`src/core/ptc_pkg.sv`:
```
// ptc_pkg: register map, field layout, reset values and mode codes of the periodic timer
package ptc_pkg;

    // ------------------------------------------------------------------
    // widths
    // ------------------------------------------------------------------
    localparam int CNT_W  = 10;
    localparam int ADDR_W = 6;
    localparam int DIV_W  = 8;

    // ------------------------------------------------------------------
    // register byte offsets (one aligned 32-bit word each)
    // ------------------------------------------------------------------
    localparam logic [ADDR_W-1:0] OFS_CONTROL      = 6'h00;
    localparam logic [ADDR_W-1:0] OFS_STATUS       = 6'h04;
    localparam logic [ADDR_W-1:0] OFS_CMP_A_LOW    = 6'h08;
    localparam logic [ADDR_W-1:0] OFS_CMP_A_HIGH   = 6'h0C;
    localparam logic [ADDR_W-1:0] OFS_PERIOD_LOW   = 6'h10;
    localparam logic [ADDR_W-1:0] OFS_PERIOD_HIGH  = 6'h14;
    localparam logic [ADDR_W-1:0] OFS_COUNT_LOW    = 6'h18;
    localparam logic [ADDR_W-1:0] OFS_COUNT_HIGH   = 6'h1C;
    localparam logic [ADDR_W-1:0] OFS_TICK_DIV     = 6'h20;

    // ------------------------------------------------------------------
    // control register field positions
    // ------------------------------------------------------------------
    localparam int CTL_RUN       = 0;
    localparam int CTL_INIT_LVL  = 1;
    localparam int CTL_INVERT    = 2;
    localparam int CTL_CLR_SRC   = 3;
    localparam int CTL_ACT_LO    = 4;
    localparam int CTL_ACT_HI    = 5;
    localparam int CTL_MODE_LO   = 6;
    localparam int CTL_MODE_HI   = 7;
    localparam int CTL_TRIG_FALL = 8;

    // status field positions (write one to clear)
    localparam int STS_MATCH_A = 0;
    localparam int STS_MATCH_P = 1;

    // ------------------------------------------------------------------
    // reset values and fixed counts
    // ------------------------------------------------------------------
    localparam logic [CNT_W-1:0] CNT_RESET = 10'h000;
    localparam logic [CNT_W-1:0] CNT_MAX   = 10'h3FF;
    localparam logic [DIV_W-1:0] DIV_RESET = 8'h00;

    // ------------------------------------------------------------------
    // operating modes and output actions
    // ------------------------------------------------------------------
    typedef enum logic [1:0] {
        PTC_MODE_COMPARE = 2'b00,
        PTC_MODE_CAPTURE = 2'b01,
        PTC_MODE_PWM     = 2'b10,
        PTC_MODE_TIMER   = 2'b11
    } ptc_mode_t;

    typedef enum logic [1:0] {
        PTC_ACT_NONE   = 2'b00,
        PTC_ACT_LOW    = 2'b01,
        PTC_ACT_HIGH   = 2'b10,
        PTC_ACT_TOGGLE = 2'b11
    } ptc_action_t;

endpackage : ptc_pkg

```
`src/core/ptc_prescaler.sv`:
```
// ptc_prescaler: divides the core clock into the timer count tick
`timescale 1ns/1ps
module ptc_prescaler
    import ptc_pkg::*;
(
    input  wire logic             core_clk,
    input  wire logic             rst_n,
    input  wire logic [DIV_W-1:0] div,
    output logic                  tick
);

    typedef struct packed {
        logic [DIV_W-1:0] cnt;
        logic             tick;
    } ptc_psc_t;

    ptc_psc_t st;
    ptc_psc_t next_st;

    // one tick every div+1 core clocks; div of zero ticks every clock
    always_comb begin
        next_st      = st;
        next_st.tick = 1'b0;
        if (st.cnt >= div) begin
            next_st.cnt  = DIV_RESET;
            next_st.tick = 1'b1;
        end else begin
            next_st.cnt = st.cnt + 8'h01;
        end
    end

    always_ff @(posedge core_clk or negedge rst_n) begin
        if (!rst_n) begin
            st <= '0;
        end else begin
            st <= next_st;
        end
    end

    assign tick = st.tick;

endmodule : ptc_prescaler

```
`src/core/ptc_edge_sync.sv`:
```
// ptc_edge_sync: three-stage synchroniser and edge detector for the trigger pin
`timescale 1ns/1ps
module ptc_edge_sync
    import ptc_pkg::*;
(
    input  wire logic core_clk,
    input  wire logic rst_n,
    input  wire logic pin,
    input  wire logic fall_sel,
    output logic      edge_pulse
);

    typedef struct packed {
        logic s1;
        logic s2;
        logic s3;
        logic level;
        logic pulse;
    } ptc_sync_t;

    ptc_sync_t st;
    ptc_sync_t next_st;

    // a change is accepted only once stages two and three agree
    always_comb begin
        next_st       = st;
        next_st.s1    = pin;
        next_st.s2    = st.s1;
        next_st.s3    = st.s2;
        next_st.pulse = 1'b0;
        if ((st.s2 == st.s3) && (st.s3 != st.level)) begin
            next_st.level = st.s3;
            next_st.pulse = fall_sel ? ~st.s3 : st.s3;
        end
    end

    always_ff @(posedge core_clk or negedge rst_n) begin
        if (!rst_n) begin
            st <= '0;
        end else begin
            st <= next_st;
        end
    end

    assign edge_pulse = st.pulse;

endmodule : ptc_edge_sync

```
`src/core/ptc_timer.sv`:
```
// ptc_timer: 10-bit periodic timer with compare, timer, PWM and single pulse modes
//
// Function
// mode bits pick compare, PWM/pulse, timer
// compare, clear-source low: clear on P or overflow
// clear-source high: clear on A, only A flag
// compare A zero: run to 3FF, no A flag
// pin changes only on comparator A flag
// action drives pin high, low, toggle, or none
// run rising edge presets pin to initial level
// timer mode counts like compare, pin not driven
// PWM period from period value, duty from A
// duty at or above period gives full active
// PWM raises both flags, clear-source ignored
// PWM polarity, forced levels, output invert
// PWM counting continues with forced outputs
// software selects single pulse with action 11
// run rise or trigger edge starts the pulse
// pulse ends on run clear or A match
// pulse counter zeroes only on run rise
// compare A split into low byte and two bits
// period split into low byte and two bits
// invert bit flips pin, not in timer mode
// counter readable as low byte and two bits
// counter steps per tick while run is high
// match flags sticky until software clears them
//
// Local design decisions: register access over Avalon-MM and the register offsets.
`timescale 1ns/1ps
module ptc_timer
    import ptc_pkg::*;
(
    input  wire logic              core_clk,
    input  wire logic              rst_b,
    input  wire logic [ADDR_W-1:0] avs_address,
    input  wire logic              avs_read,
    input  wire logic              avs_write,
    input  wire logic [31:0]       avs_writedata,
    input  wire logic [3:0]        avs_byteenable,
    output logic      [31:0]       avs_readdata,
    output logic                   avs_waitrequest,
    input  wire logic              external_trigger_pin,
    output logic                   timer_out,
    output logic                   timer_out_en
);

    // ------------------------------------------------------------------
    // state
    // ------------------------------------------------------------------
    typedef struct packed {
        ptc_mode_t        mode;
        ptc_action_t      action;
        logic             run_bit;
        logic             out_initial_level;
        logic             out_invert;
        logic             clear_source_sel;
        logic             trig_fall;
        logic             match_a_flag;
        logic             match_p_flag;
        logic [CNT_W-1:0] compare_a_value;
        logic [CNT_W-1:0] period_value;
        logic [CNT_W-1:0] count;
        logic [DIV_W-1:0] tick_div;
        logic             run_prev;
        logic             cmp_level;
        logic             timer_out;
        logic             timer_out_en;
        logic             waitreq;
        logic [31:0]      rdata;
    } ptc_state_t;

    ptc_state_t st;
    ptc_state_t next_st;

    logic       rst_meta;
    logic       rst_n;
    logic       tick;
    logic       trig_edge;

    // ------------------------------------------------------------------
    // reset release
    // ------------------------------------------------------------------
    always_ff @(posedge core_clk or negedge rst_b) begin
        if (!rst_b) begin
            rst_meta <= 1'b0;
            rst_n    <= 1'b0;
        end else begin
            rst_meta <= 1'b1;
            rst_n    <= rst_meta;
        end
    end

    // ------------------------------------------------------------------
    // timer clock and trigger pin
    // ------------------------------------------------------------------
    ptc_prescaler u_prescaler (
        .core_clk (core_clk),
        .rst_n    (rst_n),
        .div      (st.tick_div),
        .tick     (tick)
    );

    ptc_edge_sync u_trigger (
        .core_clk   (core_clk),
        .rst_n      (rst_n),
        .pin        (external_trigger_pin),
        .fall_sel   (st.trig_fall),
        .edge_pulse (trig_edge)
    );

    // ------------------------------------------------------------------
    // next state
    // ------------------------------------------------------------------
    logic             bus_req;
    logic             wr_ok;
    logic             rd_ok;
    logic             single_pulse;
    logic             run_rise;
    logic             hit_a;
    logic             hit_p;
    logic             hit_ovf;
    logic             set_a;
    logic             set_p;
    logic             do_clear;
    logic             pwm_active;
    logic             wave;
    logic             sw_run;
    logic [CNT_W-1:0] pwm_last;
    logic [31:0]      rd_word;

    always_comb begin
        next_st = st;

        // bus handshake: answer one cycle after the request is seen
        bus_req         = (avs_read || avs_write) && st.waitreq;
        wr_ok           = avs_write && !st.waitreq && avs_byteenable[0];
        rd_ok           = avs_read && st.waitreq;
        next_st.waitreq = !bus_req;

        // read decode; narrow registers sit in the low bits
        rd_word = 32'h0000_0000;
        unique case (avs_address)
            OFS_CONTROL: begin
                rd_word[CTL_RUN]       = st.run_bit;
                rd_word[CTL_INIT_LVL]  = st.out_initial_level;
                rd_word[CTL_INVERT]    = st.out_invert;
                rd_word[CTL_CLR_SRC]   = st.clear_source_sel;
                rd_word[CTL_ACT_HI:CTL_ACT_LO]   = st.action;
                rd_word[CTL_MODE_HI:CTL_MODE_LO] = st.mode;
                rd_word[CTL_TRIG_FALL] = st.trig_fall;
            end
            OFS_STATUS: begin
                rd_word[STS_MATCH_A] = st.match_a_flag;
                rd_word[STS_MATCH_P] = st.match_p_flag;
            end
            OFS_CMP_A_LOW:   rd_word[7:0] = st.compare_a_value[7:0];
            OFS_CMP_A_HIGH:  rd_word[1:0] = st.compare_a_value[9:8];
            OFS_PERIOD_LOW:  rd_word[7:0] = st.period_value[7:0];
            OFS_PERIOD_HIGH: rd_word[1:0] = st.period_value[9:8];
            OFS_COUNT_LOW:   rd_word[7:0] = st.count[7:0];
            OFS_COUNT_HIGH:  rd_word[1:0] = st.count[9:8];
            OFS_TICK_DIV:    rd_word[7:0] = st.tick_div;
            default:         rd_word = 32'h0000_0000;
        endcase
        if (rd_ok) begin
            next_st.rdata = rd_word;
        end

        // register writes take effect at the edge where waitrequest is low
        sw_run = st.run_bit;
        if (wr_ok) begin
            unique case (avs_address)
                OFS_CONTROL: begin
                    sw_run                    = avs_writedata[CTL_RUN];
                    next_st.out_initial_level = avs_writedata[CTL_INIT_LVL];
                    next_st.out_invert        = avs_writedata[CTL_INVERT];
                    next_st.clear_source_sel  = avs_writedata[CTL_CLR_SRC];
                    next_st.action = ptc_action_t'(avs_writedata[CTL_ACT_HI:CTL_ACT_LO]);
                    next_st.mode   = ptc_mode_t'(avs_writedata[CTL_MODE_HI:CTL_MODE_LO]);
                    next_st.trig_fall         = avs_writedata[CTL_TRIG_FALL];
                end
                OFS_CMP_A_LOW:   next_st.compare_a_value[7:0] = avs_writedata[7:0];
                OFS_CMP_A_HIGH:  next_st.compare_a_value[9:8] = avs_writedata[1:0];
                OFS_PERIOD_LOW:  next_st.period_value[7:0]    = avs_writedata[7:0];
                OFS_PERIOD_HIGH: next_st.period_value[9:8]    = avs_writedata[1:0];
                OFS_TICK_DIV:    next_st.tick_div             = avs_writedata[7:0];
                default: begin
                end
            endcase
        end

        // mode decode
        single_pulse = (st.mode == PTC_MODE_PWM) && (st.action == PTC_ACT_TOGGLE);
        run_rise     = st.run_bit && !st.run_prev;
        next_st.run_prev = st.run_bit;

        // comparators look at the value the counter holds on this tick
        pwm_last = st.period_value - 10'h001;   // zero period wraps to 1024 counts
        hit_a    = 1'b0;
        hit_p    = 1'b0;
        hit_ovf  = 1'b0;
        set_a    = 1'b0;
        set_p    = 1'b0;
        do_clear = 1'b0;

        unique case (st.mode)
            PTC_MODE_PWM: begin
                if (single_pulse) begin
                    hit_a = (st.count == st.compare_a_value);
                    set_a = hit_a;
                end else begin
                    hit_a    = (st.count == st.compare_a_value);
                    hit_p    = (st.count == pwm_last);
                    set_a    = hit_a;
                    set_p    = hit_p;
                    do_clear = hit_p;
                end
            end
            PTC_MODE_CAPTURE: begin
                // capture is not built here; the counter runs free to 3FF
                hit_ovf  = (st.count == CNT_MAX);
                do_clear = hit_ovf;
            end
            default: begin
                // compare and timer modes share one counting scheme
                if (st.clear_source_sel) begin
                    hit_a    = (st.compare_a_value != CNT_RESET)
                               && (st.count == st.compare_a_value);
                    hit_ovf  = (st.compare_a_value == CNT_RESET)
                               && (st.count == CNT_MAX);
                    set_a    = hit_a;
                    do_clear = hit_a || hit_ovf;
                end else begin
                    hit_a    = (st.compare_a_value != CNT_RESET)
                               && (st.count == st.compare_a_value);
                    hit_p    = (st.period_value != CNT_RESET)
                               && (st.count == st.period_value);
                    hit_ovf  = (st.period_value == CNT_RESET)
                               && (st.count == CNT_MAX);
                    set_a    = hit_a;
                    set_p    = hit_p;
                    do_clear = hit_p || hit_ovf;
                end
            end
        endcase

        // counter: steps only on a tick while running
        if (single_pulse && run_rise) begin
            next_st.count = CNT_RESET;
        end else if (st.run_bit && tick) begin
            if (do_clear) begin
                next_st.count = CNT_RESET;
            end else begin
                next_st.count = st.count + 10'h001;
            end
        end

        // matches only count on a tick of a running counter
        set_a = set_a && st.run_bit && tick && !run_rise;
        set_p = set_p && st.run_bit && tick && !run_rise;

        // sticky flags: a new match wins over a software clear
        if (wr_ok && (avs_address == OFS_STATUS)) begin
            if (avs_writedata[STS_MATCH_A]) begin
                next_st.match_a_flag = 1'b0;
            end
            if (avs_writedata[STS_MATCH_P]) begin
                next_st.match_p_flag = 1'b0;
            end
        end
        if (set_a) begin
            next_st.match_a_flag = 1'b1;
        end
        if (set_p) begin
            next_st.match_p_flag = 1'b1;
        end

        // run bit: software write, then match stop, then trigger start
        next_st.run_bit = sw_run;
        if (single_pulse && set_a) begin
            next_st.run_bit = 1'b0;
        end
        if (single_pulse && trig_edge) begin
            next_st.run_bit = 1'b1;
        end

        // compare-mode pin level: preset on run rise, then act on A flag
        if (run_rise) begin
            next_st.cmp_level = st.out_initial_level;
        end else if (set_a && (st.mode == PTC_MODE_COMPARE)) begin
            unique case (st.action)
                PTC_ACT_NONE:   next_st.cmp_level = st.cmp_level;
                PTC_ACT_LOW:    next_st.cmp_level = 1'b0;
                PTC_ACT_HIGH:   next_st.cmp_level = 1'b1;
                PTC_ACT_TOGGLE: next_st.cmp_level = !st.cmp_level;
            endcase
        end

        // PWM duty: a duty at or above the period holds the active level
        pwm_active = (st.count < st.compare_a_value)
                     || ((st.period_value != CNT_RESET)
                         && (st.compare_a_value >= st.period_value));

        // output waveform; initial level is the active level in PWM
        unique case (st.action)
            PTC_ACT_NONE: wave = !st.out_initial_level;
            PTC_ACT_LOW:  wave = st.out_initial_level;
            PTC_ACT_HIGH: wave = pwm_active ? st.out_initial_level
                                            : !st.out_initial_level;
            PTC_ACT_TOGGLE: begin
                // pulse is active while run stays high
                wave = st.run_bit ? st.out_initial_level
                                  : !st.out_initial_level;
            end
        endcase

        // pin drive
        unique case (st.mode)
            PTC_MODE_COMPARE: begin
                next_st.timer_out    = st.cmp_level ^ st.out_invert;
                next_st.timer_out_en = 1'b1;
            end
            PTC_MODE_PWM: begin
                next_st.timer_out    = wave ^ st.out_invert;
                next_st.timer_out_en = 1'b1;
            end
            default: begin
                // pin released for other uses; invert has no effect here
                next_st.timer_out    = 1'b0;
                next_st.timer_out_en = 1'b0;
            end
        endcase
    end

    // ------------------------------------------------------------------
    // state register
    // ------------------------------------------------------------------
    always_ff @(posedge core_clk or negedge rst_n) begin
        if (!rst_n) begin
            st         <= '0;
            st.waitreq <= 1'b1;
        end else begin
            st <= next_st;
        end
    end

    // ------------------------------------------------------------------
    // outputs
    // ------------------------------------------------------------------
    assign avs_readdata    = st.rdata;
    assign avs_waitrequest = st.waitreq;
    assign timer_out       = st.timer_out;
    assign timer_out_en    = st.timer_out_en;

endmodule : ptc_timer

```
`config.mk`:
```
export PLATFORM = sky130hd
export DESIGN_NAME = ptc_timer
export DESIGN_NICKNAME = d
export VERILOG_FILES = /design/src/core/ptc_pkg.sv /design/src/core/ptc_prescaler.sv /design/src/core/ptc_edge_sync.sv /design/src/core/ptc_timer.sv
export SDC_FILE = /design/constraint.sdc
export NUM_CORES = 1
export LEC_CHECK = 0
export BUFFER_PORTS_ARGS = -buffer_cell sky130_fd_sc_hd__buf_2
export CORE_MARGIN = 2
export CORE_UTILIZATION = 42
export DETAILED_ROUTE_END_ITERATION = 8
export GPL_TIMING_DRIVEN = 0
export MAX_ROUTING_LAYER = met4
export SYNTH_ARGS = -nofsm -noshare
export SYNTH_HDL_FRONTEND = slang
export SYNTH_SLANG_ARGS = --single-unit
export TNS_END_PERCENT = 20
```
`constraint.sdc`:
```
create_clock -name core_clk -period 3 [get_ports core_clk]
set_clock_uncertainty 0.05 [all_clocks]
set_input_delay 0.3 -clock core_clk [delete_from_list [all_inputs] [get_ports core_clk]]
set_output_delay 0.3 -clock core_clk [all_outputs]
set_load 0.1 [all_outputs]
```
==> impl_metrics.sql, run 1 <==
INSERT INTO impl_metrics (metric_group, metric, value, unit) VALUES
('yosys', 'synth_cell_types', '55', ''),
('placement', 'dpl.cell_count', '748', ''),
('floorplan', 'io-pin-count', '82', ''),
('floorplan', 'floorplan.core_area', '12010', 'um^2'),
('critical_path', 'sort_of_element_at_the_end_of_the_critical_path', 'flip-flop', ''),
('sta', 'maxSlewHeadroom', '19.08', '%'),
('routing', 'number_of_drc_violations_after_detailed_routing', '0', ''),
('clock_tree', 'num_cts_buffers', '9', ''),
('floorplan', 'die_height', '114.7', 'um'),
('power', 'internal_power', '2173', 'uW'),
('power', 'power.share.combinational', '33.0', '%'),
('power', 'finalPower', '3456', 'uW'),
('power', 'clkPwrFrac', '28.9', '%'),
('yosys', 'proportion_of_netlist_area_held_by_the_largest_area_contributor', '37.89', '%'),
('power', 'leakage', '0.002881', 'uW'),
('yosys', 'async_reset_ff_share', '100.0', '%'),
('critical_path', 'worst_ep_arrival_time', '3170', 'ps'),
('status', 'status', 'complete, no violations', ''),
('sta', 'worst_slew_pin_slew', '1205', 'ps'),
('flow_run', 'max_cap_viol_count', '0', ''),
('critical_path', 'crit_path_start_kind', 'flip-flop', ''),
('sta', 'finish_stage_setup_viols', '0', ''),
('yosys', 'netlist_area', '5151', 'um^2'),
('critical_path', 'setup.worst_path.class', 'reg2reg', ''),
('power', 'pwr_density_cell', '572.3', 'nW/um^2'),
('power', 'ir_worst_vdd', '0.0002818', 'V'),
('critical_path', 'timing.critical_path.slowest_stage_cell', 'sky130_fd_sc_hd__or4_4', ''),
('yosys', 'post_synth_most_frequent_cells', '78 x sky130_fd_sc_hd__dfrtp_1, 44 x sky130_fd_sc_hd__nand2_1, 40 x sky130_fd_sc_hd__nor2_1, 38 x sky130_fd_sc_hd__inv_1, 34 x sky130_fd_sc_hd__ha_1', ''),
('global_routing', 'grt.total_usage', '22.17', '%'),
('floorplan', 'dieWidth', '114.7', 'um'),
('global_routing', 'first_global_vias', '4091', ''),
('yosys', 'avg_synthesized_cell_area', '9.400', 'um^2'),
('global_routing', 'largest_net_degree_at_the_start_of_global_routing', '48', ''),
('placement', 'detailedPlace.worstSlack', '-469.1', 'ps'),
('yosys', 'dominantRegCellSynth', 'sky130_fd_sc_hd__dfrtp_1', ''),
('critical_path', 'worstPathRequired', '3210', 'ps'),
('placement', 'numPortBuffers', '30', ''),
('placement', 'dpl.hpwl', '9992', 'um'),
('placement', 'postPlaceCellArea', '5599', 'um^2'),
('clock_tree', 'cts_root_buf', 'sky130_fd_sc_hd__clkbuf_16', ''),
('power', 'switchingPower', '1284', 'uW'),
('yosys', 'cell_with_the_most_instances_after_synthesis', 'sky130_fd_sc_hd__dfrtp_1', ''),
('finish', 'final_core_utilization', '50.28', '%'),
('clock_tree', 'clock_tree_from_tritoncts', 'built', ''),
('routing', 'drt_first_iter_violations', '259', ''),
('yosys', 'synth.yosys.warnings', '0', ''),
('clock_tree', 'clkSlewWorstSetupHoldPaths', '60', 'ps'),
('sta', 'layout_worst_path_cycle_share', '98.66', '%'),
('sta', 'layout_min_cycle_time', '2960', 'ps'),
('sta', 'setup_slack', '40.24', 'ps'),
('yosys', 'synth_cells', '548', ''),
('clock_tree', 'cts_sinks', '79', ''),
('sta', 'setup_repair_after_global_routing_missed_its_margin', 'true', ''),
('yosys', 'yosysSeqAreaShare', '38.40', '%'),
('finish', 'layout.nets', '708', ''),
('finish', 'antennaDiodeCount', '0', ''),
('finish', 'fin_cells', '779', ''),
('finish', 'drive_gt1_share', '22.94', '%'),
('global_routing', 'grt_first_pass_wirelength', '21490', 'um'),
('sta', 'fmaxAchievable', '337.9', 'MHz'),
('floorplan', 'std_cell_rows', '40', ''),
('clock_tree', 'cts_max_path_buffers', '2', ''),
('finish', 'syn_to_final_growth', '17.25', '%'),
('power', 'seqPwrFrac', '38.1', '%'),
('global_routing', 'number_of_antenna_violations_at_the_first_check_in_global_routing', '0', ''),
('routing', 'wirelength', '13310', 'um'),
('clock_tree', 'clk_latency', '340', 'ps'),
('power', 'power.switching_fraction', '37.14', '%'),
('finish', 'postLayoutCellArea', '6040', 'um^2'),
('worst_hold_path', 'hp-class', 'in2reg', ''),
('yosys', 'synth_enable_flop_cells', '0', '');
[worst paths after layout]
kind                            startpoint         endpoint  slack, ps  cells after the start
worst max-delay path                st[55]           st[49]         40                     11
worst min-delay path             avs_write  avs_waitrequest         70                      2
worst max register to register      st[55]           st[49]         40                     11
worst min register to register       rst_n           st[39]        220                      0
max in group asynchronous            rst_n  avs_waitrequest       2050                      1
min in group asynchronous            rst_b            rst_n        210                      2
[layout by cell type, fill, tap and decap left out, drive strengths merged, types with 19 or more instances in the layout]
master,synthesis,layout
mux2,32,32
nand2,44,44
a21oi,19,19
dfrtp,78,78
inv,38,39
nor2,40,40
clkbuf,18,29
buf,38,82
o21ai,31,31
ha,34,34
conb,2,24
[power groups by stage]
stage	registers (uW)	logic (uW)	clock network (uW)
2_1_floorplan	1300	811	0
3_3_place_gp	1340	1010	0
3_5_place_dp	1330	1050	0
4_1_cts	1310	1130	1030
5_1_grt	1330	1260	1070
6_report	1320	1140	998
[logic make-up after synthesis]
group,synth area share [%]
other,0.1458
and+or+nand+nor,15.67
adders and majority gates,8.453
buffers and inverters,9.497
muxes,11.17
xor gates and xnor gates,3.740
DFF,38.40
AOI/OAI and AO/OA,12.92
[area by class of cell]
class                   count  area (um^2)
fillers                  1130         5972
multi-input cells         397         2820
flip-flops and latches     79         1984
plain buffers              56        346.6
repair buffers             46        292.8
clock buffers              11        232.7
well taps                 147        183.9
inverters                  38        145.1
clock inverters             5        33.78
[critical path, delay by kind of cell, from the launching register on]
kind | cells | cell delay (ps)
buf+inv | 2 | 260
compound gates | 5 | 1010
fa+ha+maj | 1 | 130
simple gates | 3 | 980
flops | 1 | 440
[per-stage QoR]
stage               TNS, ps  hold WS, ps
global placement     -31640        34.46
floorplan                 0       -45.59
finish                    0        72.85
detailed placement    -3980        37.66
CTS                       0        59.41
global route         -403.3        79.75
[sequential cells by signal (all words and copies together), names as in the netlist]
| name | count |
|---|---|
| avs_readdata | 9 |
| avs_waitrequest | 1 |
| next_st | 1 |
| rst_meta | 1 |
| rst_n | 1 |
| st | 50 |
| timer_out | 1 |
| timer_out_en | 1 |
| u_prescaler.st | 8 |
| u_prescaler.tick | 1 |
| u_trigger.edge_pulse | 1 |
| u_trigger.next_st | 2 |
| u_trigger.st | 2 |
[routing by layer]
metal  GRT usage (%)  share of wire (%)
met2           34.16                 46
met5               -                  0
met3           3.321                4.7
met4           9.558                2.1
met1           29.26                 47
[repair_timing]
action,CTS,global route
hold buffers,2,0
cloned,1,0
resized for setup,12,2
endpoints found under the setup margin,10,10
setup buffers,8,4
pin swaps,4,2
hold endpoints to repair,3,0
Power figures use the tool's default switching activity.
==> run 2: changes to the inputs <==
--- a/config.mk
+++ b/config.mk
@@ -12,4 +12,5 @@
 export GPL_TIMING_DRIVEN = 0
 export MAX_ROUTING_LAYER = met4
+export PLACE_DENSITY_LB_ADDON = 0.15
 export SYNTH_ARGS = -nofsm -noshare
 export SYNTH_HDL_FRONTEND = slang
==> constraint.sdc (replaced) <==
create_clock -name core_clk -period 3 [get_ports core_clk]
set_clock_uncertainty 0.05 [all_clocks]
set_input_delay 0 -clock core_clk [delete_from_list [all_inputs] [get_ports core_clk]]
set_output_delay 0 -clock core_clk [all_outputs]
set_load 0.1 [all_outputs]
==> impl_metrics.sql, run 2 (synthesis results as in run 1) <==
INSERT INTO impl_metrics (metric_group, metric, value, unit) VALUES
('flow_run', 'max_cap_viol_count', '0', ''),
('critical_path', 'sort_of_element_at_the_end_of_the_critical_path', 'flip-flop', ''),
('finish', 'drive_gt1_share', '22.50', '%'),
('floorplan', 'initial_core_util', '42.89', '%'),
('sta', 'setup_slack', '-13.40', 'ps'),
('status', 'status', 'finished with violations', ''),
('critical_path', 'timing.critical_path.slowest_stage_cell', 'sky130_fd_sc_hd__or4b_4', ''),
('clock_tree', 'cts_root_buf', 'sky130_fd_sc_hd__clkbuf_16', ''),
('critical_path', 'critical_path.reg2reg.startpoint', 'st[55]', ''),
('finish', 'syn_to_final_growth', '19.92', '%'),
('placement', 'detailedPlace.worstSlack', '-470.7', 'ps'),
('sta', 'timing.final.max_slew_violations', '0', ''),
('floorplan', 'floorplan.core_area', '12010', 'um^2'),
('critical_path', 'crit_chain', 'inv_2 -> ha_4 -> or4b_4 -> or4_4 -> nor4_2 -> a211oi_2 -> a41oi_2 -> a211oi_4 -> buf_6 -> and3_1 -> a221o_1', ''),
('sta', 'hold_vio_cnt_final', '0', ''),
('critical_path', 'worst-path-max-fanout', '5', ''),
('clock_tree', 'clk_latency', '350', 'ps'),
('worst_hold_path', 'min_delay_path_depth', '3', ''),
('critical_path', 'setup.worst_path.class', 'reg2reg', ''),
('sta', 'fmaxAchievable', '331.9', 'MHz'),
('sta', 'layout_worst_path_cycle_share', '100.4', '%'),
('finish', 'layout.nets', '716', ''),
('placement', 'routabilityCongestion', '0.9378', ''),
('clock_tree', 'num_cts_buffers', '9', ''),
('worst_hold_path', 'timing.hold.worst_endpoint', 'avs_readdata[8]', ''),
('clock_tree', 'clkSlewWorstSetupHoldPaths', '60', 'ps'),
('sta', 'fin_tns_setup', '-16.76', 'ps'),
('worst_hold_path', 'hp-class', 'in2reg', ''),
('routing', 'wl_per_cell', '17.17', 'um'),
('clock_tree', 'cts_sinks', '79', ''),
('power', 'leakage', '0.002935', 'uW'),
('critical_path', 'worstPathRequired', '3180', 'ps'),
('critical_path', 'crit_path_start_kind', 'flip-flop', ''),
('finish', 'layout.cells.most_common', 'sky130_fd_sc_hd__dfrtp_1', ''),
('power', 'pwr_density_cell', '585.6', 'nW/um^2'),
('sta', 'worst_slew_pin_slew', '1167', 'ps'),
('power', 'internal_power', '2299', 'uW'),
('global_routing', 'grt_first_pass_wirelength', '21470', 'um'),
('routing', 'number_of_drc_violations_after_detailed_routing', '0', ''),
('sta', 'setup_repair_after_global_routing_missed_its_margin', 'true', ''),
('placement', 'numPortBuffers', '30', ''),
('placement', 'dpl.hpwl', '10060', 'um'),
('sta', 'finish_stage_setup_viols', '2', ''),
('critical_path', 'worst_ep_arrival_time', '3200', 'ps'),
('critical_path', 'reg2regPathDepth', '11', ''),
('finish', 'antennaDiodeCount', '0', ''),
('clock_tree', 'cts_max_path_buffers', '2', ''),
('sta', 'maxSlewHeadroom', '21.59', '%'),
('critical_path', 'worst_r2r_endpoint', 'st[54]', ''),
('routing', 'postRouteAntennaNets', '0', ''),
('clock_tree', 'h-tree-depth', '3', ''),
('routing', 'drt_first_iter_violations', '134', ''),
('power', 'power.share.combinational', '32.1', '%'),
('clock_tree', 'clock_tree_from_tritoncts', 'built', ''),
('critical_path', 'crit_family', 'simple AND/OR/NAND/NOR gates', ''),
('global_routing', 'number_of_antenna_violations_at_the_first_check_in_global_routing', '0', ''),
('power', 'power.switching_fraction', '36.44', '%'),
('finish', 'fillerInstances', '1131', ''),
('floorplan', 'die_height', '114.7', 'um'),
('power', 'switchingPower', '1318', 'uW'),
('worst_hold_path', 'startpoint_of_the_most_critical_hold_path', 'avs_read', ''),
('critical_path', 'critPathMaxStageDelay', '470', 'ps'),
('power', 'ir_worst_vdd', '0.0002477', 'V'),
('routing', 'drtPass1Iterations', '4', ''),
('power', 'clkPwrFrac', '31.6', '%'),
('routing', 'vias_per_cell', '5.390', ''),
('global_routing', 'grt.total_usage', '22.34', '%'),
('finish', 'largest_register_ffs', '50', ''),
('routing', 'wirelength', '13510', 'um'),
('finish', 'final_cell_mix', '75 x sky130_fd_sc_hd__dfrtp_1, 44 x sky130_fd_sc_hd__nand2_1, 40 x sky130_fd_sc_hd__nor2_1', ''),
('global_routing', 'largest_net_degree_at_the_start_of_global_routing', '62', ''),
('status', 'violations', 'negative setup slack', ''),
('finish', 'max_flop_register', 'st', ''),
('sta', 'layout_min_cycle_time', '3013', 'ps'),
('global_routing', 'first_global_vias', '4079', ''),
('power', 'seqPwrFrac', '36.3', '%'),
('routing', 'overall_via_count_from_detail_route', '4242', ''),
('critical_path', 'path_buf_inv', '2', ''),
('global_routing', 'globalRoute.totalOverflow', '0', ''),
('floorplan', 'std_cell_rows', '40', ''),
('critical_path', 'r2r_setup_slack', '-10', 'ps'),
('floorplan', 'dieWidth', '114.7', 'um'),
('floorplan', 'die_area', '13170', 'um^2'),
('floorplan', 'io-pin-count', '82', '');
## run 2: metrics by stage
step	total power (uW)	hold WS (ps)	area (um^2)	util, %	instances
after global routing	3813	74.19	6177	51.43	787
after detailed placement	2381	-261.5	5599	46.61	748
after CTS	3591	50.71	6137	51.09	785
after global placement	2365	-264.6	5568	46.35	747
after floorplan	2116	-345.6	5234	-	570
final	3617	49.14	6177	51.43	787
## run 2: area by class of cell
class | count | area, um^2 | area share, %
Buffer | 56 | 346.6 | 5.611
Sequential cell | 79 | 1984 | 32.12
Clock inverter | 5 | 63.81 | 1.033
Timing Repair Buffer | 54 | 392.9 | 6.360
Clock buffer | 11 | 242.7 | 3.930
Tap cell | 147 | 183.9 | 2.978
Inverter | 38 | 142.6 | 2.309
Multi-Input combinational cell | 397 | 2820 | 45.66
## run 2: layer usage
layer / share of wire [%] / global-route usage [%]
met2: 44 / 33.14
met1: 47 / 29.12
met4: 3.8 / 10.68
met3: 5.2 / 4.850
met5: 0 / -
## run 2: repair_timing
item                                   4_1_cts  5_1_grt
resized for setup                           10        6
gates cloned                                 1        0
hold buffers                                14        0
setup endpoints to repair                   10       10
buffers inserted                             6        2
endpoints found under the hold margin       37        0
pin swaps                                    3        2
## run 2: worst min-delay path: stages
cell and delay, ps:
sky130_fd_sc_hd__buf_2 100, sky130_fd_sc_hd__nand2_1 210, sky130_fd_sc_hd__o41ai_1 90
## run 2: how the worst max path moves through the flow
stage                     endpoint  cells after the start   start
after CTS                   st[49]                     11  st[55]
after detailed placement    st[49]                     11  st[55]
final                       st[54]                     11  st[55]
after global placement      st[49]                     11  st[55]
after floorplan             st[49]                     11  st[55]
after global routing        st[49]                     11  st[55]
## run 2: power groups by stage
stage               Sequential (uW)  Combinational (uW)  Clock (uW)
floorplan                      1300                 811           0
global placement               1350                1020           0
detailed placement             1330                1050           0
CTS                            1310                1110        1170
global route                   1330                1280        1210
finish                         1310                1160        1140
